--- src/logic/tttcu_pkg.sv ---
`default_nettype none
// shared constants of the triple timer/counter unit
package tttcu_pkg;
    // register byte offsets on the bus
    localparam logic [7:0] OFF_T01_CTRL = 8'h88; // timer01_control
    localparam logic [7:0] OFF_T2_CTRL = 8'hC8;  // timer2_control
    localparam logic [7:0] OFF_MODE = 8'h8C;     // timer_mode_register
    localparam logic [7:0] OFF_T0_CNT = 8'h90;   // timer 0 high:low bytes
    localparam logic [7:0] OFF_T1_CNT = 8'h94;   // timer 1 high:low bytes
    localparam logic [7:0] OFF_T2_CNT = 8'hCC;   // timer 2 count
    localparam logic [7:0] OFF_T2_CAP = 8'hD0;   // capture high:low bytes
    // timer01_control fields
    localparam int TC_TF1 = 7;
    localparam int TC_TR1 = 6;
    localparam int TC_TF0 = 5;
    localparam int TC_TR0 = 4;
    localparam int TC_IE1 = 3;
    localparam int TC_IT1 = 2;
    localparam int TC_IE0 = 1;
    localparam int TC_IT0 = 0;
    // timer2_control fields
    localparam int T2_TF2 = 7;
    localparam int T2_TIMER_TWO_EXTERNAL_FLAG = 6;
    localparam int T2_RCLK = 5;
    localparam int T2_SERIAL_TX_CLOCK_SELECT = 4;
    localparam int T2_EXEN = 3;
    localparam int T2_TR2 = 2;
    localparam int T2_CT = 1;
    localparam int T2_CPRL = 0;
    // timer_mode_register fields
    localparam int MD_GATE1 = 7;
    localparam int MD_CT1 = 6;
    localparam int MD_SEL1_HI = 5;
    localparam int MD_SEL1_LO = 4;
    localparam int MD_GATE0 = 3;
    localparam int MD_CT0 = 2;
    localparam int MD_SEL0_HI = 1;
    localparam int MD_SEL0_LO = 0;
    // values after reset
    localparam logic [7:0] RST_BYTE = 8'h00;
    localparam logic [15:0] RST_CNT = 16'h0000;
    localparam logic [5:0] RST_SMP = 6'h3F;
    localparam logic [31:0] RST_WORD = 32'h0000_0000;
    // machine cycle phases, 12 clocks each
    localparam logic [3:0] PHASE_LAST = 4'hB;
    localparam logic [3:0] PHASE_NINE = 4'h8;
    localparam logic [3:0] PHASE_TEN = 4'h9;
    // sampled pin vector positions
    localparam int PIN_EXT0 = 0;
    localparam int PIN_EXT1 = 1;
    localparam int PIN_T0 = 2;
    localparam int PIN_T1 = 3;
    localparam int PIN_T2 = 4;
    localparam int PIN_TRIG = 5;
    // timer 0/1 operating modes, in select-bit order
    typedef enum logic [1:0] {
        MODE_13BIT,
        MODE_16BIT,
        MODE_RELOAD8,
        MODE_SPLIT
    } tttcu_mode_type;
endpackage : tttcu_pkg
`default_nettype wire

--- src/logic/tttcu_phase_gen.sv ---
`timescale 1ns/10ps
`default_nettype none
// machine cycle phase generator
module tttcu_phase_gen (
    input wire logic sys_clk_i,
    input wire logic rst_i,
    output logic mc_end_o,
    output logic phase_nine_o,
    output logic phase_ten_o
);
    logic [3:0] phase_q; // current phase, 0 based

    // phase counter wraps after twelve clocks
    always_ff @(posedge sys_clk_i) begin
        if (rst_i) begin
            phase_q <= 4'h0;
        end else if (phase_q == tttcu_pkg::PHASE_LAST) begin
            phase_q <= 4'h0;
        end else begin
            phase_q <= phase_q + 4'h1;
        end
    end

    // phase decodes
    assign mc_end_o = (phase_q == tttcu_pkg::PHASE_LAST);
    assign phase_nine_o = (phase_q == tttcu_pkg::PHASE_NINE);
    assign phase_ten_o = (phase_q == tttcu_pkg::PHASE_TEN);
endmodule : tttcu_phase_gen
`default_nettype wire

--- src/logic/tttcu_top.sv ---
// Contract
// - timer mode counts once per machine cycle
// - overflow sets flag, vector acknowledge clears it
// - run bits switch timers 0 and 1
// - edge flags set on edge, cleared when serviced
// - type bits choose falling edge or low level
// - counter mode counts sampled falling pin edges
// - edge takes two machine cycles to record
// - mode 0 is 13-bit with 5-bit prescaler
// - count only when run and gate allows
// - mode 1 is plain 16-bit counter
// - mode 2 reloads low from high byte
// - mode 3 stops timer 1, splits timer 0
// - split high byte uses timer 1 controls
// - timer 2 counts cycles or pin edges
// - timer 2 flag blocked under serial clocking
// - trigger flag set on capture or reload
// - serial clocks pick timer 2 or 1
// - trigger enable gates the trigger pin
// - timer 2 run bit stops everything
// - capture copies count on trigger edge
// - reload on overflow or trigger edge
// - two select bits choose the mode
// - select bit picks counter or timer
//
// Chosen here: register access over AHB-Lite.
`timescale 1ns/10ps
`default_nettype none
module tttcu_top (
    input wire logic sys_clk_i,
    input wire logic rst_i,
    input wire logic hsel_i,
    input wire logic [31:0] haddr_i,
    input wire logic [1:0] htrans_i,
    input wire logic hwrite_i,
    input wire logic [2:0] hsize_i,
    input wire logic [31:0] hwdata_i,
    input wire logic hready_i,
    output logic hreadyout_o,
    output logic hresp_o,
    output logic [31:0] hrdata_o,
    input wire logic ext_irq_zero_pin_i,
    input wire logic ext_irq_one_pin_i,
    input wire logic timer_zero_event_pin_i,
    input wire logic timer_one_event_pin_i,
    input wire logic timer_two_event_pin_i,
    input wire logic capture_trigger_pin_i,
    input wire logic timer_zero_ack_i,
    input wire logic timer_one_ack_i,
    input wire logic ext_irq_zero_ack_i,
    input wire logic ext_irq_one_ack_i,
    output logic timer_zero_irq_o,
    output logic timer_one_irq_o,
    output logic timer_two_irq_o,
    output logic ext_irq_zero_irq_o,
    output logic ext_irq_one_irq_o,
    output logic serial_rx_clock_o,
    output logic serial_tx_clock_o
);
    // decode helpers
    function automatic logic wr_hit(input logic en, input logic [7:0] a, input logic [7:0] off);
        return en && (a == off);
    endfunction : wr_hit

    // counting allowed while run and either no pin qualify or pin high
    function automatic logic gate_open(input logic run, input logic qualify, input logic pin);
        return run && (!qualify || pin);
    endfunction : gate_open

    // one increment of a timer 0/1, returns {overflow, high, low}
    function automatic logic [16:0] tmr_step(input tttcu_pkg::tttcu_mode_type mode,
                                             input logic [7:0] lo, input logic [7:0] hi);
        logic [12:0] c13;
        logic [12:0] n13;
        logic [16:0] r;
        c13 = {hi, lo[4:0]};
        n13 = c13 + 13'h0001;
        r = 17'h00000;
        unique case (mode)
            tttcu_pkg::MODE_13BIT: begin
                r = {(&c13), n13[12:5], lo[7:5], n13[4:0]};
            end
            tttcu_pkg::MODE_16BIT: begin
                r = {(&{hi, lo}), {hi, lo} + 16'h0001};
            end
            tttcu_pkg::MODE_RELOAD8: begin
                r = {(&lo), hi, ((&lo) ? hi : lo + 8'h01)};
            end
            tttcu_pkg::MODE_SPLIT: begin
                r = {(&lo), hi, lo + 8'h01};
            end
        endcase
        return r;
    endfunction : tmr_step

    logic mc_end; // last clock of machine cycle
    logic ph_nine; // phase nine strobe
    logic ph_ten; // phase ten strobe
    logic [5:0] pin_vec; // all sampled pins
    logic [5:0] smp_en; // per pin sample strobe
    logic [5:0] smp_q; // last sampled level
    logic [5:0] fall_now; // falling edge seen this sample
    logic [5:0] fall_q; // edge held until next sample
    logic wr_q; // write data phase pending
    logic rd_pend_q; // read wait state
    logic [7:0] addr_q; // latched address
    logic [31:0] hrdata_q; // read data register
    logic [31:0] rd_mux; // read selection
    logic addr_ok; // address phase taken
    logic wr_tc, wr_t2c, wr_md, wr_c0, wr_c1, wr_c2, wr_cap; // write strobes
    logic [7:0] timer01_control_q, timer01_control_d; // timer01_control
    logic [7:0] timer2_control_q, timer2_control_d; // timer2_control
    logic [7:0] timer_mode_q; // timer_mode_register
    logic [7:0] t0_low_q, t0_high_q; // timer 0 bytes
    logic [7:0] t1_low_q, t1_high_q; // timer 1 bytes
    logic [15:0] t2_count_q; // timer 2 count
    logic [15:0] capture_q; // capture high:low bytes
    tttcu_pkg::tttcu_mode_type mode0, mode1; // decoded modes
    logic split; // timer 0 in mode 3
    logic en0, en1, tick0, tick1, inc0, inc1; // timer 0/1 advance
    logic [16:0] step0, step1; // next values
    logic ovf0, ovf1, inc_hi0, ovf_hi0; // overflow pulses and split high byte increment
    logic tf0_set, tf1_set; // flag set terms
    logic baud, tick2, inc2, ovf2, trig_evt; // timer 2 terms
    logic ser_rx_q, ser_tx_q; // serial clock pulses

    // machine cycle timing
    tttcu_phase_gen u_phase (
        .sys_clk_i(sys_clk_i),
        .rst_i(rst_i),
        .mc_end_o(mc_end),
        .phase_nine_o(ph_nine),
        .phase_ten_o(ph_ten)
    );

    // pin sampling: timers 0/1 and ext pins at phase ten, timer 2 pins at phase nine
    assign pin_vec = {capture_trigger_pin_i, timer_two_event_pin_i, timer_one_event_pin_i,
                      timer_zero_event_pin_i, ext_irq_one_pin_i, ext_irq_zero_pin_i};
    assign smp_en = {ph_nine, ph_nine, ph_ten, ph_ten, ph_ten, ph_ten};
    assign fall_now = smp_en & smp_q & ~pin_vec;

    // sample registers and held edges
    always_ff @(posedge sys_clk_i) begin
        if (rst_i) begin
            smp_q <= tttcu_pkg::RST_SMP;
            fall_q <= 6'h00;
        end else begin
            smp_q <= (smp_en & pin_vec) | (~smp_en & smp_q);
            fall_q <= fall_now | (~smp_en & fall_q);
        end
    end

    // bus address phase and wait state
    assign addr_ok = hsel_i && hready_i && htrans_i[1];
    always_ff @(posedge sys_clk_i) begin
        if (rst_i) begin
            wr_q <= 1'b0;
            rd_pend_q <= 1'b0;
            addr_q <= tttcu_pkg::RST_BYTE;
        end else begin
            wr_q <= addr_ok && hwrite_i;
            rd_pend_q <= addr_ok && !hwrite_i;
            if (addr_ok) begin
                addr_q <= haddr_i[7:0];
            end
        end
    end

    // write strobes in the data phase
    assign wr_tc = wr_hit(wr_q, addr_q, tttcu_pkg::OFF_T01_CTRL);
    assign wr_t2c = wr_hit(wr_q, addr_q, tttcu_pkg::OFF_T2_CTRL);
    assign wr_md = wr_hit(wr_q, addr_q, tttcu_pkg::OFF_MODE);
    assign wr_c0 = wr_hit(wr_q, addr_q, tttcu_pkg::OFF_T0_CNT);
    assign wr_c1 = wr_hit(wr_q, addr_q, tttcu_pkg::OFF_T1_CNT);
    assign wr_c2 = wr_hit(wr_q, addr_q, tttcu_pkg::OFF_T2_CNT);
    assign wr_cap = wr_hit(wr_q, addr_q, tttcu_pkg::OFF_T2_CAP);

    // read selection, unmapped reads zero
    always_comb begin
        unique case (addr_q)
            tttcu_pkg::OFF_T01_CTRL: rd_mux = {24'h000000, timer01_control_q};
            tttcu_pkg::OFF_T2_CTRL: rd_mux = {24'h000000, timer2_control_q};
            tttcu_pkg::OFF_MODE: rd_mux = {24'h000000, timer_mode_q};
            tttcu_pkg::OFF_T0_CNT: rd_mux = {16'h0000, t0_high_q, t0_low_q};
            tttcu_pkg::OFF_T1_CNT: rd_mux = {16'h0000, t1_high_q, t1_low_q};
            tttcu_pkg::OFF_T2_CNT: rd_mux = {16'h0000, t2_count_q};
            tttcu_pkg::OFF_T2_CAP: rd_mux = {16'h0000, capture_q};
            default: rd_mux = tttcu_pkg::RST_WORD;
        endcase
    end

    // read data captured during the wait state
    always_ff @(posedge sys_clk_i) begin
        if (rst_i) begin
            hrdata_q <= tttcu_pkg::RST_WORD;
        end else if (rd_pend_q) begin
            hrdata_q <= rd_mux;
        end
    end
    assign hrdata_o = hrdata_q;
    assign hreadyout_o = !rd_pend_q;
    assign hresp_o = 1'b0;

    // mode register, software only
    always_ff @(posedge sys_clk_i) begin
        if (rst_i) begin
            timer_mode_q <= tttcu_pkg::RST_BYTE;
        end else if (wr_md) begin
            timer_mode_q <= hwdata_i[7:0];
        end
    end
    assign mode0 = tttcu_pkg::tttcu_mode_type'(timer_mode_q[tttcu_pkg::MD_SEL0_HI:tttcu_pkg::MD_SEL0_LO]);
    assign mode1 = tttcu_pkg::tttcu_mode_type'(timer_mode_q[tttcu_pkg::MD_SEL1_HI:tttcu_pkg::MD_SEL1_LO]);
    assign split = (mode0 == tttcu_pkg::MODE_SPLIT);

    // timer 0 advance terms
    assign en0 = gate_open(timer01_control_q[tttcu_pkg::TC_TR0], timer_mode_q[tttcu_pkg::MD_GATE0], ext_irq_zero_pin_i);
    assign tick0 = timer_mode_q[tttcu_pkg::MD_CT0] ? fall_q[tttcu_pkg::PIN_T0] : 1'b1;
    assign inc0 = mc_end && en0 && tick0;
    assign step0 = tmr_step(mode0, t0_low_q, t0_high_q);
    assign ovf0 = inc0 && step0[16];
    assign inc_hi0 = split && mc_end && timer01_control_q[tttcu_pkg::TC_TR1];
    assign ovf_hi0 = inc_hi0 && (&t0_high_q);

    // timer 1 advance terms, held in mode 3
    assign en1 = gate_open(timer01_control_q[tttcu_pkg::TC_TR1] && (mode1 != tttcu_pkg::MODE_SPLIT),
                           timer_mode_q[tttcu_pkg::MD_GATE1], ext_irq_one_pin_i);
    assign tick1 = timer_mode_q[tttcu_pkg::MD_CT1] ? fall_q[tttcu_pkg::PIN_T1] : 1'b1;
    assign inc1 = mc_end && en1 && tick1;
    assign step1 = tmr_step(mode1, t1_low_q, t1_high_q);
    assign ovf1 = inc1 && step1[16];

    // overflow flag sources; split high byte owns timer 1 flag
    assign tf0_set = ovf0;
    assign tf1_set = split ? ovf_hi0 : ovf1;

    // timer 0 counter, bus write wins
    always_ff @(posedge sys_clk_i) begin
        if (rst_i) begin
            t0_low_q <= tttcu_pkg::RST_BYTE;
            t0_high_q <= tttcu_pkg::RST_BYTE;
        end else if (wr_c0) begin
            t0_low_q <= hwdata_i[7:0];
            t0_high_q <= hwdata_i[15:8];
        end else begin
            if (inc0) begin
                t0_low_q <= step0[7:0];
            end
            if (split) begin
                if (inc_hi0) begin
                    t0_high_q <= t0_high_q + 8'h01;
                end
            end else if (inc0) begin
                t0_high_q <= step0[15:8];
            end
        end
    end

    // timer 1 counter, bus write wins
    always_ff @(posedge sys_clk_i) begin
        if (rst_i) begin
            t1_low_q <= tttcu_pkg::RST_BYTE;
            t1_high_q <= tttcu_pkg::RST_BYTE;
        end else if (wr_c1) begin
            t1_low_q <= hwdata_i[7:0];
            t1_high_q <= hwdata_i[15:8];
        end else if (inc1) begin
            t1_low_q <= step1[7:0];
            t1_high_q <= step1[15:8];
        end
    end

    // timer01_control next value: write, then clears, then hardware sets
    always_comb begin
        timer01_control_d = wr_tc ? hwdata_i[7:0] : timer01_control_q;
        if (!wr_tc && timer_one_ack_i) begin
            timer01_control_d[tttcu_pkg::TC_TF1] = 1'b0;
        end
        if (!wr_tc && timer_zero_ack_i) begin
            timer01_control_d[tttcu_pkg::TC_TF0] = 1'b0;
        end
        if (tf1_set) begin
            timer01_control_d[tttcu_pkg::TC_TF1] = 1'b1;
        end
        if (tf0_set) begin
            timer01_control_d[tttcu_pkg::TC_TF0] = 1'b1;
        end
        // external interrupt 1: edge latch or level follow
        if (timer01_control_q[tttcu_pkg::TC_IT1]) begin
            if (!wr_tc && ext_irq_one_ack_i) begin
                timer01_control_d[tttcu_pkg::TC_IE1] = 1'b0;
            end
            if (fall_now[tttcu_pkg::PIN_EXT1]) begin
                timer01_control_d[tttcu_pkg::TC_IE1] = 1'b1;
            end
        end else begin
            timer01_control_d[tttcu_pkg::TC_IE1] = !smp_q[tttcu_pkg::PIN_EXT1];
        end
        // external interrupt 0: edge latch or level follow
        if (timer01_control_q[tttcu_pkg::TC_IT0]) begin
            if (!wr_tc && ext_irq_zero_ack_i) begin
                timer01_control_d[tttcu_pkg::TC_IE0] = 1'b0;
            end
            if (fall_now[tttcu_pkg::PIN_EXT0]) begin
                timer01_control_d[tttcu_pkg::TC_IE0] = 1'b1;
            end
        end else begin
            timer01_control_d[tttcu_pkg::TC_IE0] = !smp_q[tttcu_pkg::PIN_EXT0];
        end
    end

    // timer01_control register
    always_ff @(posedge sys_clk_i) begin
        if (rst_i) begin
            timer01_control_q <= tttcu_pkg::RST_BYTE;
        end else begin
            timer01_control_q <= timer01_control_d;
        end
    end

    // timer 2 terms
    assign baud = timer2_control_q[tttcu_pkg::T2_RCLK] || timer2_control_q[tttcu_pkg::T2_SERIAL_TX_CLOCK_SELECT];
    assign tick2 = timer2_control_q[tttcu_pkg::T2_CT] ? fall_q[tttcu_pkg::PIN_T2] : 1'b1;
    assign inc2 = mc_end && timer2_control_q[tttcu_pkg::T2_TR2] && tick2;
    assign ovf2 = inc2 && (&t2_count_q);
    assign trig_evt = fall_now[tttcu_pkg::PIN_TRIG] && timer2_control_q[tttcu_pkg::T2_EXEN] &&
                      !baud && timer2_control_q[tttcu_pkg::T2_TR2];

    // timer 2 counter: write, trigger reload, overflow reload, count
    always_ff @(posedge sys_clk_i) begin
        if (rst_i) begin
            t2_count_q <= tttcu_pkg::RST_CNT;
        end else if (wr_c2) begin
            t2_count_q <= hwdata_i[15:0];
        end else if (trig_evt && !timer2_control_q[tttcu_pkg::T2_CPRL]) begin
            t2_count_q <= capture_q;
        end else if (ovf2 && (baud || !timer2_control_q[tttcu_pkg::T2_CPRL])) begin
            t2_count_q <= capture_q;
        end else if (inc2) begin
            t2_count_q <= t2_count_q + 16'h0001;
        end
    end

    // capture register
    always_ff @(posedge sys_clk_i) begin
        if (rst_i) begin
            capture_q <= tttcu_pkg::RST_CNT;
        end else if (wr_cap) begin
            capture_q <= hwdata_i[15:0];
        end else if (trig_evt && timer2_control_q[tttcu_pkg::T2_CPRL]) begin
            capture_q <= t2_count_q;
        end
    end

    // timer2_control next value, hardware set wins
    always_comb begin
        timer2_control_d = wr_t2c ? hwdata_i[7:0] : timer2_control_q;
        if (ovf2 && !baud) begin
            timer2_control_d[tttcu_pkg::T2_TF2] = 1'b1;
        end
        if (trig_evt) begin
            timer2_control_d[tttcu_pkg::T2_TIMER_TWO_EXTERNAL_FLAG] = 1'b1;
        end
    end

    // timer2_control register
    always_ff @(posedge sys_clk_i) begin
        if (rst_i) begin
            timer2_control_q <= tttcu_pkg::RST_BYTE;
        end else begin
            timer2_control_q <= timer2_control_d;
        end
    end

    // serial port clock pulses
    always_ff @(posedge sys_clk_i) begin
        if (rst_i) begin
            ser_rx_q <= 1'b0;
            ser_tx_q <= 1'b0;
        end else begin
            ser_rx_q <= timer2_control_q[tttcu_pkg::T2_RCLK] ? ovf2 : ovf1;
            ser_tx_q <= timer2_control_q[tttcu_pkg::T2_SERIAL_TX_CLOCK_SELECT] ? ovf2 : ovf1;
        end
    end

    // interrupt requests from flags
    assign timer_zero_irq_o = timer01_control_q[tttcu_pkg::TC_TF0];
    assign timer_one_irq_o = timer01_control_q[tttcu_pkg::TC_TF1];
    assign ext_irq_zero_irq_o = timer01_control_q[tttcu_pkg::TC_IE0];
    assign ext_irq_one_irq_o = timer01_control_q[tttcu_pkg::TC_IE1];
    assign timer_two_irq_o = timer2_control_q[tttcu_pkg::T2_TF2] || timer2_control_q[tttcu_pkg::T2_TIMER_TWO_EXTERNAL_FLAG];
    assign serial_rx_clock_o = ser_rx_q;
    assign serial_tx_clock_o = ser_tx_q;
endmodule : tttcu_top
`default_nettype wire

--- config.mk ---
export PLATFORM = sky130hd
export DESIGN_NAME = tttcu_top
export DESIGN_NICKNAME = d
export VERILOG_FILES = /design/src/logic/tttcu_pkg.sv /design/src/logic/tttcu_phase_gen.sv /design/src/logic/tttcu_top.sv
export SDC_FILE = /design/constraint.sdc
export NUM_CORES = 1
export LEC_CHECK = 0
export ABC_AREA = 1
export BUFFER_PORTS_ARGS = -buffer_cell sky130_fd_sc_hd__buf_2
export CELL_PAD_IN_SITES_DETAIL_PLACEMENT = 0
export CELL_PAD_IN_SITES_GLOBAL_PLACEMENT = 1
export CORE_MARGIN = 1.5
export CORE_UTILIZATION = 40
export DETAILED_ROUTE_END_ITERATION = 7
export PLACE_DENSITY_LB_ADDON = 0.05
export SLEW_MARGIN = 0
export SYNTH_ARGS = -nofsm -noshare
export SYNTH_HDL_FRONTEND = slang
export SYNTH_SLANG_ARGS = --single-unit
--- constraint.sdc ---
create_clock -name sys_clk_i -period 2.05 [get_ports sys_clk_i]
set_input_delay 0.1025 -clock sys_clk_i [delete_from_list [all_inputs] [get_ports sys_clk_i]]
set_output_delay 0.1025 -clock sys_clk_i [all_outputs]
set_load 0.05 [all_outputs]
==> results.sh <==
export IMPL_die_x_um=145
export IMPL_crit_cells=9
export IMPL_arrival_ns=2.31
export IMPL_drt_iter0_markers=718
export IMPL_dp_slack_ns=0.0774
export IMPL_clock_skew_ns=0.0122
export IMPL_setup_tns_ns=0
export IMPL_seqPwrFrac=0.406
export IMPL_viasPerCell=5.29
export IMPL_ant_nets=0
export IMPL_nNetsFinal=1532
export IMPL_crit_type="flop to flop"
export IMPL_cts_tree="done"
export IMPL_clkPwrFrac=0.538
export IMPL_slowest_delay_ns=0.33
export IMPL_cp_slowest_cell="dfxtp_1"
export IMPL_place_area_um2=9240
export IMPL_p_per_area_nw_per_um2=615
export IMPL_cp_required_ns=2.42
export IMPL_die_y_um=145
export IMPL_cp_endpoint="timer01_control_q[7]"
export IMPL_synth_mux_area_frac=0
export IMPL_start_util=0.411
export IMPL_yosysSeqAreaShare=0.321
export IMPL_final_util=0.517
export IMPL_startpoint="t1_low_q[0]"
export IMPL_postSynthCellCount=1287
export IMPL_post_synth_top_area_fraction=0.321
export IMPL_synth_xor_area_frac=0.0228
export IMPL_first_global_vias=8139
export IMPL_place_gp_congestion=0.940
export IMPL_clkSinkCount=129
export IMPL_core_area_um2=19600
export IMPL_grt_ovfl_total=0
export IMPL_synth_seq_cells=129
export IMPL_status="finished clean"
export IMPL_drv_slew=0
export IMPL_ioPinCount=125
export IMPL_setup_viol=0
export IMPL_max_slew_margin=0.605
export IMPL_drc_errors=0
export IMPL_cpLargestDelayFamily="simple AND/OR/NAND/NOR gates"
export IMPL_dpl_hpwl_um=23000
export IMPL_swShare=0.251
export IMPL_whs_ns=0.00466
export IMPL_startpoint_type="flop"
export IMPL_wirelength_um=30700
export IMPL_synthFlopType="dfxtp_1"
export IMPL_hold_viol=0
export IMPL_grt_usage=0.298
export IMPL_setup_slack_ns=0.111
export IMPL_yosys_area_share_simple=0.281
export IMPL_pwr_share_comb=0.056
export IMPL_dieArea_um2=21000
export IMPL_synth_compound_area_frac=0.242
export IMPL_tightest_slew_ns=0.589
export IMPL_syn_area_um2=8050
export IMPL_path_clk_slew_ns=0.07
export IMPL_rsz0062_at_grt="true"
export IMPL_grt_first_pass_wirelength_um=46300
export IMPL_fin_area_um2=10100
export IMPL_critical_path_buf_inv_count=1
export IMPL_switchingPower_w=0.00156
export IMPL_hold_path_class="primary input to flop"
export IMPL_path_cells="ha_1, nand2_1, nor2_1, nand3_1, inv_1, nand3_1, nand2_1, nand4_1, a21oi_1"
export IMPL_cp_max_fo=4
export IMPL_peakVddDrop_mv=0.528
export IMPL_num_vias=9089
export IMPL_cap_viol_max_count=0
export IMPL_ys_top_cells_by_area="dfxtp_1 (32%), nand2_1 (14%), o21ai_0 (9.4%)"
export IMPL_fin_crit_ns=1.94
export IMPL_antenna_found_initial=0
export IMPL_synth_top_cell_by_area="dfxtp_1"
export IMPL_ctsHtreeMaxLevel=4
export IMPL_drive_gt1_frac=0.160
export IMPL_syn_area_per_cell_um2=6.26
export IMPL_internal_power_w=0.00467
export IMPL_timing_fmax_mhz=516
export IMPL_worstReg2RegEnd="timer01_control_q[7]"
export IMPL_io_buffers=63
export IMPL_synth_top_family_by_area="simple AND/OR/NAND/NOR gates"
export IMPL_synth_async_reset_ratio=0
export IMPL_min_path_cells=4
export IMPL_yosysWarnings=0
export IMPL_synthDistinctLibCells=45
export IMPL_cts_buffers=17
export IMPL_fillCellCount=2074
export IMPL_syn_to_final_growth_pct=25.8
export IMPL_firstDrtPassIters=6
export IMPL_wl_per_cell_um=17.8
export IMPL_cts_root_buffer="clkbuf_16"
export IMPL_num_rows=51
export IMPL_num_antenna_cells=0
export IMPL_p_leak_nw=4.33
export IMPL_cp_end_kind="flop"
export IMPL_r2r_start="t1_low_q[0]"
export IMPL_grt_max_degree=45
export IMPL_rrSetupSlack_ns=0.11
export IMPL_cts_buffer_depth=2
export IMPL_worstRegToRegCells=9
export IMPL_yosys_area_share_adder=0.0109
export IMPL_clkLatencyLatePin_ns=0.44
export IMPL_finalCritPeriodShare=0.946
export IMPL_synth_edf_count=0
[cell usage after synthesis (4+ instances only)]
cell / number
nand2_1: 297
inv_1: 169
nand4_1: 10
buf_4: 18
o22ai_1: 22
or2_2: 4
nand3_2: 4
ha_1: 7
nand3_1: 105
a31oi_1: 8
clkbuf_1: 29
buf_2: 14
nor2_1: 81
xor2_1: 16
nor3_1: 12
a22oi_1: 4
a21oi_1: 147
xnor2_1: 5
o21bai_1: 5
o211ai_1: 13
o21ai_0: 152
dfxtp_1: 129
[worst min-delay path by stage]
stage / start / end
after detailed placement: hwrite_i / rd_pend_q
after floorplan: hwrite_i / rd_pend_q
after global placement: hwrite_i / rd_pend_q
final: ext_irq_zero_ack_i / timer01_control_q[1]
after CTS: ext_irq_zero_ack_i / timer01_control_q[1]
after global routing: hwdata_i[0] / t0_low_q[0]
[area by class of cell]
type,count,area (µm²),area share
multi-input cells,937,4610,0.455
repair buffers,182,1320,0.130
well taps,265,332,0.0327
inverters,174,653,0.0645
clock buffers,18,429,0.0424
clock inverters,14,205,0.0203
flip-flops and latches,129,2580,0.255
[layout by cell type (no fill, tap or decap), types with 3 or more instances in the layout]
master / n
nor3_1: 10
buf_12: 5
clkinv_4: 5
nand2_1: 294
a31oi_1: 8
nor2_2: 5
a21oi_1: 147
inv_1: 169
xnor2_1: 5
clkbuf_16: 17
nand2_2: 6
o21bai_1: 5
conb_1: 17
nand3_1: 102
buf_4: 95
a22oi_1: 4
xor2_1: 16
o22ai_1: 22
nor2_1: 78
nand4_1: 10
nand3b_1: 3
bufinv_16: 4
nor3_2: 3
o211ai_1: 13
dfxtp_1: 128
ha_1: 6
nand3_2: 7
dlygate4sd3_1: 17
buf_2: 63
o21ai_0: 150
clkinv_1: 3
or2_2: 4
[state kept, by name, indices dropped and copies added (netlist names), named ones only]
name,flops
capture_q,16
hrdata_o,16
t2_count_q,16
addr_q,8
t0_high_q,8
t0_low_q,8
t1_high_q,8
t1_low_q,8
timer01_control_q,8
timer2_control_q,8
timer_mode_q,8
u_phase.phase_q,4
fall_q,3
rd_pend_q,1
serial_rx_clock_o,1
serial_tx_clock_o,1
wr_q,1
[through the flow]
stage | instances | total power (W)
floorplan | 1303 | 0.00279
global placement | 1667 | 0.00290
finish | 1719 | 0.00624
CTS | 1716 | 0.00624
global route | 1719 | 0.00640
detailed placement | 1667 | 0.00291
[kinds of logic (layout without fill, tap and decap cells)]
family | count (synthesis) | count (layout)
AO/OA/AOI/OAI | 363 | 363
XOR/XNOR | 21 | 21
adder cells (fa/ha/maj) | 7 | 7
buffers and inverters | 237 | 388
flip-flops | 129 | 129
other | 1 | 17
AND/OR/NAND/NOR | 529 | 529
[per-layer routing]
metal / vias up / global-route usage / wire length (µm)
met3: 39 / 0.0438 / 2130
li1: 4536 / - / -
met1: 4148 / 0.431 / 14700
met5: - / 0 / 0
met2: 366 / 0.459 / 13300
met4: 0 / 0.0797 / 477
[tightest hold or removal path: stages]
cell and delay, ns:
buf_2 0.07, o311ai_0 0.11, nand2_1 0.08, inv_1 0.03
[timing repair]
item / 4_1_cts / 5_1_grt
setup buffers: 0 / 3
gates resized for setup: 0 / 20
hold buffers: 17 / 0
hold endpoints to repair: 21 / 0
endpoints found under the setup margin: 0 / 52
[power by group through the flow]
stage	Combinational (W)	Clock, W	Sequential [W]
5_1_grt	0.000373	0.00350	0.00253
6_report	0.000351	0.00335	0.00253
2_1_floorplan	0.000203	0	0.00258
4_1_cts	0.000345	0.00337	0.00253
3_5_place_dp	0.000319	0	0.00259
3_3_place_gp	0.000318	0	0.00259
Power figures use the tool's default switching activity.
